### src/inc/low_voltage_irq_pkg.sv
package low_voltage_irq_pkg;
   localparam int REG_ADDR_W = 3;
   localparam int DATA_W     = 8;
   // register indices in the special register space
   localparam logic [2:0] IDX_MONITOR = 3'h0;
   localparam logic [2:0] IDX_EDGE    = 3'h1;
   localparam logic [2:0] IDX_PRIM_A  = 3'h2;
   localparam logic [2:0] IDX_PRIM_B  = 3'h3;
   localparam logic [2:0] IDX_PRIM_C  = 3'h4;
   localparam logic [2:0] IDX_GROUP_A = 3'h5;
   localparam logic [2:0] IDX_GROUP_B = 3'h6;
   localparam logic [2:0] IDX_GROUP_C = 3'h7;
   localparam logic [7:0] REG_RESET   = 8'h00;
   // monitor control fields
   localparam int MON_FLAG_BIT  = 5;
   localparam int MON_ON_BIT    = 4;
   localparam int MON_BG_BIT    = 3;
   localparam int MON_LEVEL_LSB = 0;
   localparam int LEVEL_W       = 3;
   localparam int LEVELS        = 8;
   // edge select fields
   localparam int EDGE_PIN_B_LSB = 2;
   localparam int EDGE_PIN_A_LSB = 0;
   // group registers: flags high nibble, enables low nibble
   localparam int GROUP_FLAG_LSB = 4;
   localparam int GROUP_EN_LSB   = 0;
   localparam int GROUPS         = 3;
   localparam logic [11:0] GROUP_MASK = 12'h3FF;
   // primary source index, lowest index wins
   localparam int PRIMARY = 8;
   localparam int VEC_W   = 3;
   // timing
   localparam int CLK_PERIOD_NS        = 10;
   localparam int FLAG_TO_IRQ_DELAY_NS = 100;
   localparam int FLAG_TO_IRQ_CYCLES   =
      (FLAG_TO_IRQ_DELAY_NS + CLK_PERIOD_NS - 1) / CLK_PERIOD_NS;

   typedef enum logic [1:0] {
      EDGE_OFF  = 2'h0,
      EDGE_RISE = 2'h1,
      EDGE_FALL = 2'h2,
      EDGE_BOTH = 2'h3
   } edge_mode_e;

   typedef enum logic [1:0] {
      MODE_FAST  = 2'h0,
      MODE_SLOW  = 2'h1,
      MODE_IDLE  = 2'h2,
      MODE_SLEEP = 2'h3
   } power_mode_e;

   // 2.0 2.2 2.4 2.7 3.0 3.3 3.6 4.0 volts
   typedef enum logic [2:0] {
      TRIP_2V0 = 3'h0, TRIP_2V2 = 3'h1, TRIP_2V4 = 3'h2, TRIP_2V7 = 3'h3,
      TRIP_3V0 = 3'h4, TRIP_3V3 = 3'h5, TRIP_3V6 = 3'h6, TRIP_4V0 = 3'h7
   } trip_level_e;

   typedef struct packed {
      logic [3:0] timer_std;   // 1 match a, 1 match p, 0 match a, 0 match p
      logic       eeprom;
      logic       serial;
      logic       adc;
      logic [1:0] timer_cpt;   // match a, match p
      logic [1:0] timebase;
      logic       auto_conv;
   } irq_sources_s;

   typedef struct packed {
      logic                  wr;
      logic                  rd;
      logic [REG_ADDR_W-1:0] addr;
      logic [DATA_W-1:0]     wdata;
   } reg_req_s;
endpackage
### src/design/low_voltage_irq_control.sv
`timescale 1ns/1ns
`default_nettype none
module low_voltage_irq_control #(
   parameter int FLAG_TO_IRQ_CYC = low_voltage_irq_pkg::FLAG_TO_IRQ_CYCLES
) (
   input  wire logic                                      ref_clk,
   input  wire logic                                      reset_n,
   input  wire low_voltage_irq_pkg::reg_req_s             reg_req,
   output logic [low_voltage_irq_pkg::DATA_W-1:0]         reg_rdata,
   input  wire low_voltage_irq_pkg::power_mode_e          power_mode,
   input  wire logic                                      low_supply_reset,
   input  wire logic [low_voltage_irq_pkg::LEVELS-1:0]    below_trip,
   output logic [low_voltage_irq_pkg::LEVEL_W-1:0]        trip_level_select,
   output logic                                           monitor_power,
   output logic                                           bandgap_on,
   input  wire logic                                      ext_irq_pin_a,
   input  wire logic                                      ext_irq_pin_b,
   input  wire low_voltage_irq_pkg::irq_sources_s         sources,
   input  wire logic                                      irq_ack,
   output logic                                           irq_req,
   output logic [low_voltage_irq_pkg::VEC_W-1:0]          irq_vector,
   output logic                                           wake
);
   import low_voltage_irq_pkg::*;

   localparam int CNT_W = $clog2(FLAG_TO_IRQ_CYC + 1);

   function automatic logic edge_hit(input logic [1:0] sel,
                                     input logic       cur,
                                     input logic       prev);
      logic rise;
      logic fall;
      rise = cur & ~prev;
      fall = ~cur & prev;
      edge_hit = ((sel == EDGE_RISE) && rise) || ((sel == EDGE_FALL) && fall) ||
                 ((sel == EDGE_BOTH) && (rise || fall));
   endfunction

   function automatic logic [VEC_W-1:0] first_set(input logic [PRIMARY-1:0] v);
      logic [VEC_W-1:0] idx;
      idx = '0;
      for (int i = PRIMARY - 1; i >= 0; i--) begin
         if (v[i]) begin
            idx = VEC_W'(i);
         end
      end
      first_set = idx;
   endfunction

   function automatic logic grp_hit(input logic [REG_ADDR_W-1:0] addr,
                                    input int                    g);
      grp_hit = (addr == IDX_GROUP_A + REG_ADDR_W'(g));
   endfunction

   logic                   supply_monitor_on;
   logic                   bandgap_force_on;
   logic [3:0]             edge_select;
   logic                   global_irq_enable;
   logic [PRIMARY-1:0]     prim_flag;
   logic [PRIMARY-1:0]     prim_en;
   logic [GROUPS*4-1:0]    grp_flag;
   logic [GROUPS*4-1:0]    grp_en;
   logic [LEVELS-1:0]      below_s1;
   logic [LEVELS-1:0]      below_s2;
   logic [1:0]             pin_s1;
   logic [1:0]             pin_s2;
   logic [1:0]             pin_prev;
   logic                   low_supply_flag;
   logic [CNT_W-1:0]       lv_cnt;
   logic                   lv_event;
   logic                   monitor_active;
   logic [PRIMARY-1:0]     prim_set;
   logic [GROUPS*4-1:0]    grp_set;
   logic [PRIMARY-1:0]     pending;
   logic                   wr_prim_a;
   logic                   wr_prim_b;
   logic                   wr_prim_c;
   logic [PRIMARY-1:0]     prim_wmask;
   logic [PRIMARY-1:0]     prim_flag_wd;
   logic [PRIMARY-1:0]     prim_en_wd;
   logic [GROUPS*4-1:0]    grp_wmask;
   logic [GROUPS*4-1:0]    grp_flag_wd;
   logic [GROUPS*4-1:0]    grp_en_wd;
   logic [DATA_W-1:0]      next_rdata;
   logic [DATA_W-1:0]      wd;

   assign wd = reg_req.wdata;

   // comparator outputs and pins are asynchronous to ref_clk
   // pin_prev follows the second stage only, never the first
   always_ff @(posedge ref_clk or negedge reset_n) begin
      if (!reset_n) begin
         below_s1 <= '0;
         below_s2 <= '0;
         pin_s1   <= '0;
         pin_s2   <= '0;
         pin_prev <= '0;
      end else begin
         below_s1 <= below_trip;
         below_s2 <= below_s1;
         pin_s1   <= {ext_irq_pin_b, ext_irq_pin_a};
         pin_s2   <= pin_s1;
         pin_prev <= pin_s2;
      end
   end

   // sleep forces off
   // gate is combinational so the monitor drops with the mode change
   assign monitor_active = supply_monitor_on && (power_mode != MODE_SLEEP);
   assign monitor_power  = monitor_active;
   assign bandgap_on = monitor_active || low_supply_reset || bandgap_force_on;

   // flag from selected level; no filtering, toggles pass through
   always_ff @(posedge ref_clk or negedge reset_n) begin
      if (!reset_n) begin
         low_supply_flag <= 1'b0;
      end else begin
         low_supply_flag <= monitor_active && below_s2[trip_level_select];
      end
   end

   // request only after delay from flag rise, once per rise
   // counter saturates, so only a dip of the flag restarts the wait
   always_ff @(posedge ref_clk or negedge reset_n) begin
      if (!reset_n) begin
         lv_cnt <= '0;
      end else if (!low_supply_flag) begin
         lv_cnt <= '0;
      end else if (lv_cnt != CNT_W'(FLAG_TO_IRQ_CYC)) begin
         lv_cnt <= lv_cnt + 1'b1;
      end
   end
   assign lv_event = low_supply_flag && (lv_cnt == CNT_W'(FLAG_TO_IRQ_CYC - 1));

   // event sources; low supply event joins group b
   assign grp_set = {2'b00, sources.timer_cpt,
                     lv_event, sources.eeprom, sources.serial, sources.adc,
                     sources.timer_std} & GROUP_MASK;

   // edge detection per pin, field per pin
   assign prim_set[0] = edge_hit(edge_select[EDGE_PIN_A_LSB +: 2], pin_s2[0], pin_prev[0]);
   assign prim_set[1] = edge_hit(edge_select[EDGE_PIN_B_LSB +: 2], pin_s2[1], pin_prev[1]);
   assign prim_set[2] = sources.auto_conv;
   assign prim_set[4:3] = sources.timebase;

   // group flag driven by enabled grouped requests
   generate
      for (genvar g = 0; g < GROUPS; g++) begin : g_group
         assign prim_set[5 + g] = |(grp_flag[g*4 +: 4] & grp_en[g*4 +: 4]);
      end
   endgenerate

   // write decode of the primary registers into per-source vectors
   // bit order equals priority order, so the encoder reads the vector as is
   assign wr_prim_a = reg_req.wr && (reg_req.addr == IDX_PRIM_A);
   assign wr_prim_b = reg_req.wr && (reg_req.addr == IDX_PRIM_B);
   assign wr_prim_c = reg_req.wr && (reg_req.addr == IDX_PRIM_C);
   assign prim_wmask = {wr_prim_c, {4{wr_prim_b}}, {3{wr_prim_a}}};
   assign prim_flag_wd = {wd[4], wd[7:4], wd[6:4]};
   assign prim_en_wd   = {wd[0], wd[3:0], wd[3:1]};

   always_comb begin
      grp_wmask   = '0;
      grp_flag_wd = '0;
      grp_en_wd   = '0;
      for (int g = 0; g < GROUPS; g++) begin
         grp_flag_wd[g*4 +: 4] = wd[GROUP_FLAG_LSB +: 4];
         grp_en_wd[g*4 +: 4]   = wd[GROUP_EN_LSB +: 4];
         if (reg_req.wr && grp_hit(reg_req.addr, g)) begin
            grp_wmask[g*4 +: 4] = 4'hF;
         end
      end
      grp_wmask = grp_wmask & GROUP_MASK;
   end

   // events set flags regardless of enable; set beats a write of zero
   // a write of one sets a flag, which lets software preset it
   always_ff @(posedge ref_clk or negedge reset_n) begin
      if (!reset_n) begin
         prim_flag <= '0;
         grp_flag  <= '0;
      end else begin
         prim_flag <= ((prim_flag & ~prim_wmask) | (prim_flag_wd & prim_wmask)) | prim_set;
         grp_flag  <= ((grp_flag & ~grp_wmask) | (grp_flag_wd & grp_wmask)) | grp_set;
      end
   end

   always_ff @(posedge ref_clk or negedge reset_n) begin
      if (!reset_n) begin
         prim_en <= '0;
         grp_en  <= '0;
      end else begin
         prim_en <= (prim_en & ~prim_wmask) | (prim_en_wd & prim_wmask);
         grp_en  <= (grp_en & ~grp_wmask) | (grp_en_wd & grp_wmask);
      end
   end

   // service entry clears the global enable; software may set it again
   always_ff @(posedge ref_clk or negedge reset_n) begin
      if (!reset_n) begin
         global_irq_enable <= 1'b0;
      end else if (wr_prim_a) begin
         global_irq_enable <= wd[0];
      end else if (irq_ack) begin
         global_irq_enable <= 1'b0;
      end
   end

   // monitor enable, bandgap force and trip level
   always_ff @(posedge ref_clk or negedge reset_n) begin
      if (!reset_n) begin
         supply_monitor_on <= REG_RESET[MON_ON_BIT];
         bandgap_force_on  <= REG_RESET[MON_BG_BIT];
         trip_level_select <= REG_RESET[MON_LEVEL_LSB +: LEVEL_W];
      end else if (reg_req.wr && (reg_req.addr == IDX_MONITOR)) begin
         supply_monitor_on <= wd[MON_ON_BIT];
         bandgap_force_on  <= wd[MON_BG_BIT];
         trip_level_select <= wd[MON_LEVEL_LSB +: LEVEL_W];
      end
   end

   // two bits per pin, upper nibble not stored
   always_ff @(posedge ref_clk or negedge reset_n) begin
      if (!reset_n) begin
         edge_select <= REG_RESET[3:0];
      end else if (reg_req.wr && (reg_req.addr == IDX_EDGE)) begin
         edge_select <= wd[3:0];
      end
   end

   // only enabled flags make a vector; the global enable gates the request only
   assign pending = prim_flag & prim_en;

   // fixed priority, vector re-evaluated every cycle regardless of acknowledge
   always_ff @(posedge ref_clk or negedge reset_n) begin
      if (!reset_n) begin
         irq_vector <= '0;
      end else begin
         irq_vector <= first_set(pending);
      end
   end

   // request only under global enable; drop on acknowledge
   // so the core cannot enter the same service twice
   always_ff @(posedge ref_clk or negedge reset_n) begin
      if (!reset_n) begin
         irq_req <= 1'b0;
      end else begin
         irq_req <= global_irq_enable && (|pending) && !irq_ack;
      end
   end

   // a flag rising from zero wakes; a preset flag does not
   always_ff @(posedge ref_clk or negedge reset_n) begin
      if (!reset_n) begin
         wake <= 1'b0;
      end else begin
         wake <= (|(prim_set & ~prim_flag)) || (|(grp_set & ~grp_flag));
      end
   end

   always_comb begin
      next_rdata = '0;
      unique case (reg_req.addr)
         IDX_MONITOR: begin
            next_rdata[MON_FLAG_BIT]                = low_supply_flag;
            next_rdata[MON_ON_BIT]                  = supply_monitor_on;
            next_rdata[MON_BG_BIT]                  = bandgap_force_on;
            next_rdata[MON_LEVEL_LSB +: LEVEL_W]    = trip_level_select;
         end
         IDX_EDGE: begin
            next_rdata[3:0] = edge_select;
         end
         IDX_PRIM_A: begin
            next_rdata = {1'b0, prim_flag[2:0], prim_en[2:0], global_irq_enable};
         end
         IDX_PRIM_B: begin
            next_rdata = {prim_flag[6:3], prim_en[6:3]};
         end
         IDX_PRIM_C: begin
            next_rdata = {3'b000, prim_flag[7], 3'b000, prim_en[7]};
         end
         IDX_GROUP_A, IDX_GROUP_B, IDX_GROUP_C: begin
            for (int g = 0; g < GROUPS; g++) begin
               if (grp_hit(reg_req.addr, g)) begin
                  next_rdata = {grp_flag[g*4 +: 4], grp_en[g*4 +: 4]};
               end
            end
         end
      endcase
   end

   // held in a flop so the core reads one settled snapshot
   always_ff @(posedge ref_clk or negedge reset_n) begin
      if (!reset_n) begin
         reg_rdata <= '0;
      end else if (reg_req.rd) begin
         reg_rdata <= next_rdata;
      end
   end
endmodule
`default_nettype wire

### config.mk
export PLATFORM = sky130hd
export DESIGN_NAME = low_voltage_irq_control
export DESIGN_NICKNAME = d
export VERILOG_FILES = /design/src/inc/low_voltage_irq_pkg.sv /design/src/design/low_voltage_irq_control.sv
export SDC_FILE = /design/constraint.sdc
export NUM_CORES = 1
export LEC_CHECK = 0
export BUFFER_PORTS_ARGS = -buffer_cell sky130_fd_sc_hd__buf_2
export CAP_MARGIN = 20
export CORE_MARGIN = 8
export CORE_UTILIZATION = 52
export CTS_BUF_LIST = sky130_fd_sc_hd__clkbuf_2 sky130_fd_sc_hd__clkbuf_4 sky130_fd_sc_hd__clkbuf_8
export DETAILED_ROUTE_END_ITERATION = 10
export GPL_TIMING_DRIVEN = 0
export HOLD_SLACK_MARGIN = 0.15
export PLACE_DENSITY = 0.74
export RECOVER_POWER = 50
export SLEW_MARGIN = 20
export SYNTH_ARGS = -nofsm -noshare
export SYNTH_HDL_FRONTEND = slang
export SYNTH_SLANG_ARGS = --single-unit
### constraint.sdc
create_clock -name ref_clk -period 5.3 [get_ports ref_clk]
set_input_delay 0.265 -clock ref_clk [delete_from_list [all_inputs] [get_ports ref_clk]]
set_output_delay 0.265 -clock ref_clk [all_outputs]
set_load 0.02 [all_outputs]
; Yosys cells after proc, flatten, opt, wreduce, memory -nomap -nowiden
; Cells that the tools add are included.
[word_totals]
register_bits = 90
input_bits = 41
[classes]
add_sub_neg = 1
order_cmp = 1
n_eq_ne = 17
n_mux = 23
bitwise_logic = 32
reduce_logical = 38
[ops]
columns = op, count
row1 = AND 8 bit, 6
row2 = AND 12 x 10 -> 12 bit, 2
row3 = AND 12 bit, 2
row4 = two-way mux 3 bit, 8
row5 = two-way mux 8 bit, 3
row6 = OR 12 bit, 2
row7 = OR 8 bit, 3
row8 = case mux 4 bit (6 select lines), 1
row9 = logical AND 1 bit, 19
row10 = two-way mux 4 bit, 4
row11 = NOT 8 bit, 2
row12 = OR reduction 8 bit, 2
row13 = AND 10 x 12 -> 12 bit, 1
row14 = AND 4 bit, 3
row15 = equality test 3 bit (second input constant), 4
row16 = NOT 10 -> 12 bit, 1
row17 = NOT 12 bit, 1
row18 = OR 12 x 10 -> 12 bit, 1
row19 = OR reduction 12 bit, 1
row20 = OR reduction 4 bit, 3
row21 = case mux 2 bit (5 select lines), 1
row22 = logical OR 1 bit, 9
row23 = equality test 2 bit (second input constant), 4
row24 = equality test 3 x 2 -> 1 bit (second input constant), 2
row25 = 18 further kinds, 27

; Logic depth before layout (Yosys ltp)
; Gate-level depths: netlist (run 1).
[logic_depth]
word_depth = 9
mapped_depth = 7
ltp_nobuf = 6

; Least setup slack after synthesis (run 1)
; OpenSTA, ideal clock, no wires.
[synth_path]
kind = reg2reg
from = register lv_cnt[1]
to = register wake
setup_time_ns = 0.138
arrival_time_ns = 1.745
slack_ns = 3.417
path_stages_with_launch = 7
path_cell_list = dfrtp_1 inv_1 ha_1 nand4b_1 o22ai_1 or4_1 or4_1
[synth_between]
elab_chain_len = 5
[synth_lines]
columns = item, line
row1 = "start, declared", low_voltage_irq_control.sv:69  ; logic [CNT_W-1:0] lv_cnt;
row2 = "start signal, assigned", low_voltage_irq_control.sv:130  ; lv_cnt <= lv_cnt + 1'b1;
row3 = equality test 4 bit, low_voltage_irq_control.sv:133  ; assign lv_event = low_supply_flag && (lv_cnt == CNT_W'(FLAG_TO_IRQ_CYC - 1));
row4 = logical AND 1 bit, low_voltage_irq_control.sv:133
row5 = AND 10 x 12 -> 12 bit, low_voltage_irq_control.sv:258  ; wake <= (|(prim_set & ~prim_flag)) || (|(grp_set & ~grp_flag));
row6 = OR reduction 12 bit, low_voltage_irq_control.sv:258
row7 = logical OR 1 bit, low_voltage_irq_control.sv:258
row8 = "end signal, assigned", low_voltage_irq_control.sv:258
row9 = "end, declared", low_voltage_irq_control.sv:22  ; output logic wake
; Every way passes these cells.
; A chain may end at the register's enable or synchronous reset.

==> impl_metrics.tcl, run 1 <==
set metrics [dict create \
    finalHoldViolCount 0 \
    worstMarginPinSlew_ps 2170 \
    drc 0 \
    drive_above_1_share_pct 27.3 \
    firstDrtPassIters 4 \
    cp_max_fo 39 \
    r2r_slack_ps 3210 \
    drt_wl_total_um 9710 \
    synth_seq_cells 86 \
    seqPwrFrac_pct 50.8 \
    setup_ws_ps 2980 \
    syn_inst 332 \
    pre_cts_ws_ps 3220 \
    critPathSlowestCell "clkbuf_1" \
    ios 59 \
    syn_to_final_growth_pct 22.4 \
    grt_remaining_overflow 0 \
    slew_viol_final 39 \
    clk_path_buf_depth 2 \
    holdPathEnd "prim_flag[2]" \
    fmax_mhz 431 \
    grt_pass1_wl_um 15900 \
    ys.flop_type "dfrtp_1" \
    vias_per_cell 5.69 \
    grt_max_degree 49 \
    grt_pass1_vias 3158 \
    numCtsBuffers 9 \
    outcome "finished with violations" \
    r2r-end "wake" \
    cts_max_level 3 \
    place_congestion 0.945 \
    path_cells "dlygate4sd3_1, clkbuf_1" \
    die_y_um 103 \
    start_util_pct 53.8 \
    worstRegToRegCells 6 \
    violations "max-capacitance violations, max-slew violations" \
    cts.sinks 86 \
    critPathBufInv 2 \
    wire_per_inst_um 18.4 \
    crit_path_start_kind "input port" \
    end_kind "asynchronous set/reset pin" \
    synth_edf_count 0 \
    switchingPower_uw 489 \
    clk_pin_slew_ps 90 \
    syn-num-nets 380 \
    antenna_found_initial 0 \
    comb_power_share_pct 20.0 \
    fin_crit_ps 2320 \
    cp_top_family "buffers and inverters" \
    die_w_um 103 \
    critPathMaxStageDelay_ps 1540 \
    postCtsHoldBufs 24 \
    die_area_sq_um 10500 \
    cp.required_ps 5330 \
    min_path_type "in -> reg" \
    slew_headroom_pct -44.9 \
    worstHoldStart "reg_req[6]" \
    yosysWarnings 0 \
    setup_tns_ps 0 \
    synth_cell_type_count 47 \
    n_antenna_cell 0 \
    dpl.hpwl_um 7170 \
    postCtsSetupBuffers 0 \
    ys_seq_area_share_pct 55.1 \
    crit_type "in -> async" \
    p_leak_uw 0.00222 \
    drt-initial-drc-count 163 \
    mostFrequentLayoutCells "dfrtp_1, buf_2, mux2_2" \
    grt.total_usage_pct 20.2 \
    vdd_ir_drop_max_mv 0.224 \
    vias 3005 \
    insertion_delay_ps 360 \
    period_share_pct 43.8 \
    pwr-share-clk_pct 29.2 \
    grt_setup_unrepaired "no" \
    p_total_uw 1610 \
    layout_commonest_cell "dfrtp_1" \
    post_cts_resized 0 \
    whs_path_depth 2 \
    final_util_pct 65.9 \
    cts-root-buf "clkbuf_8" \
    core_area_sq_um 7250 \
    r2r-start "lv_cnt[1]" \
    drv_cap 1 \
    row_count 31 \
    port_buffers 56 \
    crit_arrival_ps 2350 \
    cts_tree "yes" \
    syn_area_sq_um 3900 \
    fin_nets 472 \
    setup_viol 0 \
    power.density_nw_per_um2 336 \
    p_int_uw 1120 \
    syn_avg_cell_area_sq_um 11.8 \
    ant_nets 0 \
    async_flop_share_pct 100 \
    worstSetupStartpoint "reset_n" \
    p_sw_share_pct 30.4 \
    clock_skew_ps 3.66 \
]
## per-layer routing
| layer | global-route usage, % | part of all wire (%) |
|---|---|---|
| met5 | 0 | 0 |
| met4 | 10.9 | 3.2 |
| met3 | 4.12 | 6.5 |
| met2 | 31.4 | 48 |
| met1 | 25.9 | 43 |
## cells by family (layout without fill, tap and decap cells)
logic type,after synthesis,in the layout,share of synthesized area [%]
adders and majority gates,7,7,2.24
xor gates and xnor gates,2,2,0.449
and+or+nand+nor,88,88,11.6
buffers and inverters,33,130,3.33
DFF,86,86,55.1
muxes,52,52,15.4
AOI/OAI and AO/OA,64,64,11.9
## metrics by stage
step	cell area [sq um]	hold slack, ps	std cells
2_1_floorplan	3910	-30.6	332
3_3_place_gp	4310	333	487
3_5_place_dp	4340	278	488
4_1_cts	4780	156	528
5_1_grt	4780	166	528
6_report	4780	173	528
## final cells by class
class                           count  area (sq um)
Timing Repair Buffer               81           547
Multi-Input combinational cell    213          1620
Inverter                           21          78.8
Fill cell                         593          2470
Tap cell                           99           124
Clock buffer                        9           124
Buffer                             12          51.3
Clock inverter                      7          81.3
Sequential cell                    86          2150
## power groups by stage
stage	clock, uW	sequential (uW)	combinational (uW)
global placement	0	824	301
finish	469	817	321
detailed placement	0	830	309
global route	509	830	354
CTS	482	816	324
floorplan	0	834	177
## synth_stat cells (2+ instances only)
| cell | n | area share, % |
|---|---|---|
| a221o_1 | 2 | 0.51 |
| o211ai_1 | 7 | 1.3 |
| o2bb2ai_1 | 2 | 0.45 |
| dfrtp_1 | 86 | 55 |
| nor2_1 | 14 | 1.3 |
| a211o_1 | 3 | 0.67 |
| or4_1 | 3 | 0.58 |
| nand3_1 | 11 | 1.4 |
| nand2b_1 | 7 | 1.1 |
| and3_1 | 3 | 0.48 |
| o221ai_1 | 3 | 0.67 |
| o22ai_1 | 6 | 0.96 |
| a21boi_0 | 3 | 0.58 |
| nor3b_1 | 2 | 0.38 |
| inv_1 | 20 | 1.9 |
| nand3b_1 | 2 | 0.38 |
| a221oi_1 | 2 | 0.45 |
| nand2_1 | 28 | 2.7 |
| o21ai_0 | 7 | 0.90 |
| xnor2_1 | 2 | 0.45 |
| mux4_2 | 3 | 1.7 |
| a22o_1 | 4 | 0.90 |
| ha_1 | 7 | 2.2 |
| mux2_2 | 34 | 9.8 |
| mux2i_1 | 15 | 3.8 |
| and2_1 | 2 | 0.32 |
| nor2b_1 | 7 | 1.1 |
| nand4_1 | 3 | 0.48 |
| a22oi_1 | 6 | 1.2 |
| a31oi_1 | 3 | 0.48 |
| buf_2 | 5 | 0.64 |
| clkbuf_1 | 7 | 0.67 |
| a21oi_1 | 9 | 1.2 |
## how the worst max path moves through the flow
| stage | to | cells after the start | slack (ps) |
|---|---|---|---|
| after floorplan | wake | 6 | 3420 |
| after global placement | wake | 6 | 3270 |
| after detailed placement | wake | 6 | 3220 |
| after CTS | wake | 6 | 3210 |
| after global routing | reg_rdata[7] | 2 | 2480 |
| final | grp_flag[7] | 2 | 2980 |
No activity file was read; power rests on OpenSTA's default activity.
==> inputs of run 2 (changes only) <==
Settings changed: ABC_AREA set to 1.
Clock period 5.3 ns to 2.2 ns, I/O delays scaled along.
==> impl_metrics.tcl, run 2 <==
set metrics [dict create \
    async_flop_share_pct 100 \
    syn-num-nets 532 \
    fin_nets 640 \
    antenna_found_initial 0 \
    synth_top_area_share_pct 53.6 \
    setup_tns_ps 0 \
    layout_commonest_cell "nand2_1" \
    syn_area_sq_um 4010 \
    grt_setup_unrepaired "no" \
    syn_to_final_growth_pct 24.3 \
    grt.total_usage_pct 19.8 \
    slew_viol_final 0 \
    mostFrequentLayoutCells "nand2_1, dfrtp_1, inv_1" \
    start_util_pct 52.8 \
    grt_pass1_vias 3570 \
    crit_type "in -> reg" \
    slew_headroom_pct 28.8 \
    whs_path_depth 3 \
    worstMarginPinSlew_ps 1070 \
    cp.depth 7 \
    yosysTopAreaCell "dfrtp_1" \
    post_cts_resized 0 \
    drc 0 \
    holdWs_ps 161 \
    vias 3630 \
    r2r_slack_ps 860 \
    postCtsHoldBufs 41 \
    firstDrtPassIters 5 \
    row_count 32 \
    synth_common_cells "nand2_1, dfrtp_1, inv_1" \
    ant_nets 0 \
    syn_inst 484 \
    period_share_pct 86.4 \
    power.density_nw_per_um2 762 \
    grt_max_degree 45 \
    postCtsSetupBuffers 0 \
    vias_per_cell 5.19 \
    numCtsBuffers 9 \
    cts_max_level 3 \
    place_congestion 0.909 \
    p_leak_uw 0.00263 \
    worstRegToRegCells 8 \
    core_area_sq_um 7610 \
    n_antenna_cell 0 \
    synth_edf_count 0 \
    ios 59 \
    wire_per_inst_um 15.0 \
    synth_seq_cells 86 \
    die_y_um 104 \
    critPathMaxStageDelay_ps 550 \
    fillers 648 \
    fmax_mhz 526 \
    insertion_delay_ps 360 \
    worstHoldStart "reg_req[11]" \
    drv_cap 0 \
    drive_above_1_share_pct 13.2 \
    cp.required_ps 2490 \
    end_kind "flop" \
    fin_crit_ps 1900 \
    grt_remaining_overflow 0 \
    r2r-end "wake" \
    clk_path_buf_depth 2 \
    dpl.hpwl_um 7360 \
    critPathSlowestCell "dlygate4sd3_1" \
    die_area_sq_um 10800 \
    cts.sinks 86 \
    cp_top_family "buffers and inverters" \
    clock_skew_ps 12.1 \
    synth.area.top_cells "dfrtp_1, nand2_1, o21ai_0" \
    holdPathEnd "reg_rdata[5]" \
    drt-initial-drc-count 214 \
    finalHoldViolCount 0 \
    setup_ws_ps 300 \
    cp_max_fo 10 \
    ys.flop_type "dfrtp_1" \
    drt_wl_total_um 10500 \
    grt_pass1_wl_um 17400 \
    path_cells "clkbuf_1, nand2_2, nor2_1, nand2_1, buf_6, o21ai_1, dlygate4sd3_1" \
    cts_tree "yes" \
    min_path_type "in -> reg" \
    setup_viol 0 \
    die_w_um 104 \
    yosysMostFrequentCell "nand2_1" \
    synth_cell_type_count 31 \
    critPathBufInv 3 \
    cts-root-buf "clkbuf_8" \
    ys_seq_area_share_pct 53.6 \
    vdd_ir_drop_max_mv 0.450 \
    r2r-start "pin_s2[0]" \
    yosysWarnings 0 \
    syn_avg_cell_area_sq_um 8.29 \
    outcome "finished clean" \
    clk_pin_slew_ps 100 \
    port_buffers 55 \
    pre_cts_ws_ps 845 \
    crit_arrival_ps 2190 \
    crit_path_start_kind "input port" \
]
## run 2: cell count changes in the layout (fill, tap and decap cells not counted), moves of 9 or more
cell,change
nand3_1,+21
nor2_1,+33
dlygate4sd3_1,+17
o21ai_1,+9
o21ai_0,+44
inv_1,+33
mux2_2,-34
buf_2,-9
nand2_1,+125
mux2i_1,-15
## run 2: how the worst max path moves through the flow
stage / slack (ps) / startpoint / end
after global routing: 170 / reg_req[9] / prim_flag[2]
final: 300 / reg_req[9] / prim_flag[4]
after CTS: 460 / power_mode[1] / monitor_power
after detailed placement: 850 / pin_s2[0] / wake
after floorplan: 1060 / pin_s2[0] / prim_flag[0]
after global placement: 340 / reset_n / below_s1[1]
## run 2: layout make-up
| type | instances | area, sq um | area share (%) |
|---|---|---|---|
| Timing Repair Buffer | 97 | 701 | 14.0 |
| Clock buffer | 9 | 124 | 2.48 |
| Clock inverter | 7 | 76.3 | 1.53 |
| Multi-Input combinational cell | 336 | 1550 | 31.1 |
| Inverter | 55 | 206 | 4.14 |
| Sequential cell | 86 | 2150 | 43.1 |
| Tap cell | 102 | 128 | 2.56 |
| Buffer | 7 | 50.0 | 1.00 |
## run 2: kinds of logic (layout without fill, tap and decap cells)
| family | after synthesis | in the layout | share of synthesized area (%) |
|---|---|---|---|
| compound gates | 85 | 85 | 11.4 |
| fa+ha+maj | 7 | 7 | 2.18 |
| buf+inv | 62 | 175 | 6.42 |
| flops | 86 | 86 | 53.6 |
| simple gates | 244 | 244 | 26.4 |
## run 2: through the flow
| stage | util, % | cells | power [uW] | area, sq um |
|---|---|---|---|---|
| 5_1_grt | 65.6 | 699 | 4020 | 4990 |
| 3_5_place_dp | 58.4 | 642 | 2690 | 4440 |
| 3_3_place_gp | 58.1 | 641 | 2650 | 4420 |
| 4_1_cts | 66.4 | 699 | 3830 | 5050 |
| 6_report | 65.6 | 699 | 3800 | 4990 |
| 2_1_floorplan | - | 484 | 2390 | 4010 |
## run 2: where the power goes
part | internal (uW) | total (uW) | switching (uW)
Clock | 452 | 1100 | 648
Combinational | 292 | 770 | 479
Sequential | 1770 | 1930 | 159
## run 2: metal layers
metal | routed length [um] | track usage (%)
met5 | 0 | 0
met2 | 5090 | 33.5
met1 | 4360 | 24.1
met3 | 712 | 4.52
met4 | 323 | 7.24
## run 2: worst register-to-register path, cell delays in order (launching register included)
cell	delay (ps)
dfrtp_1	370
inv_1	50
ha_1	270
nand3b_1	100
nand3_1	90
nand2_1	70
nand2_1	40
nor2_1	160
nand2_1	100
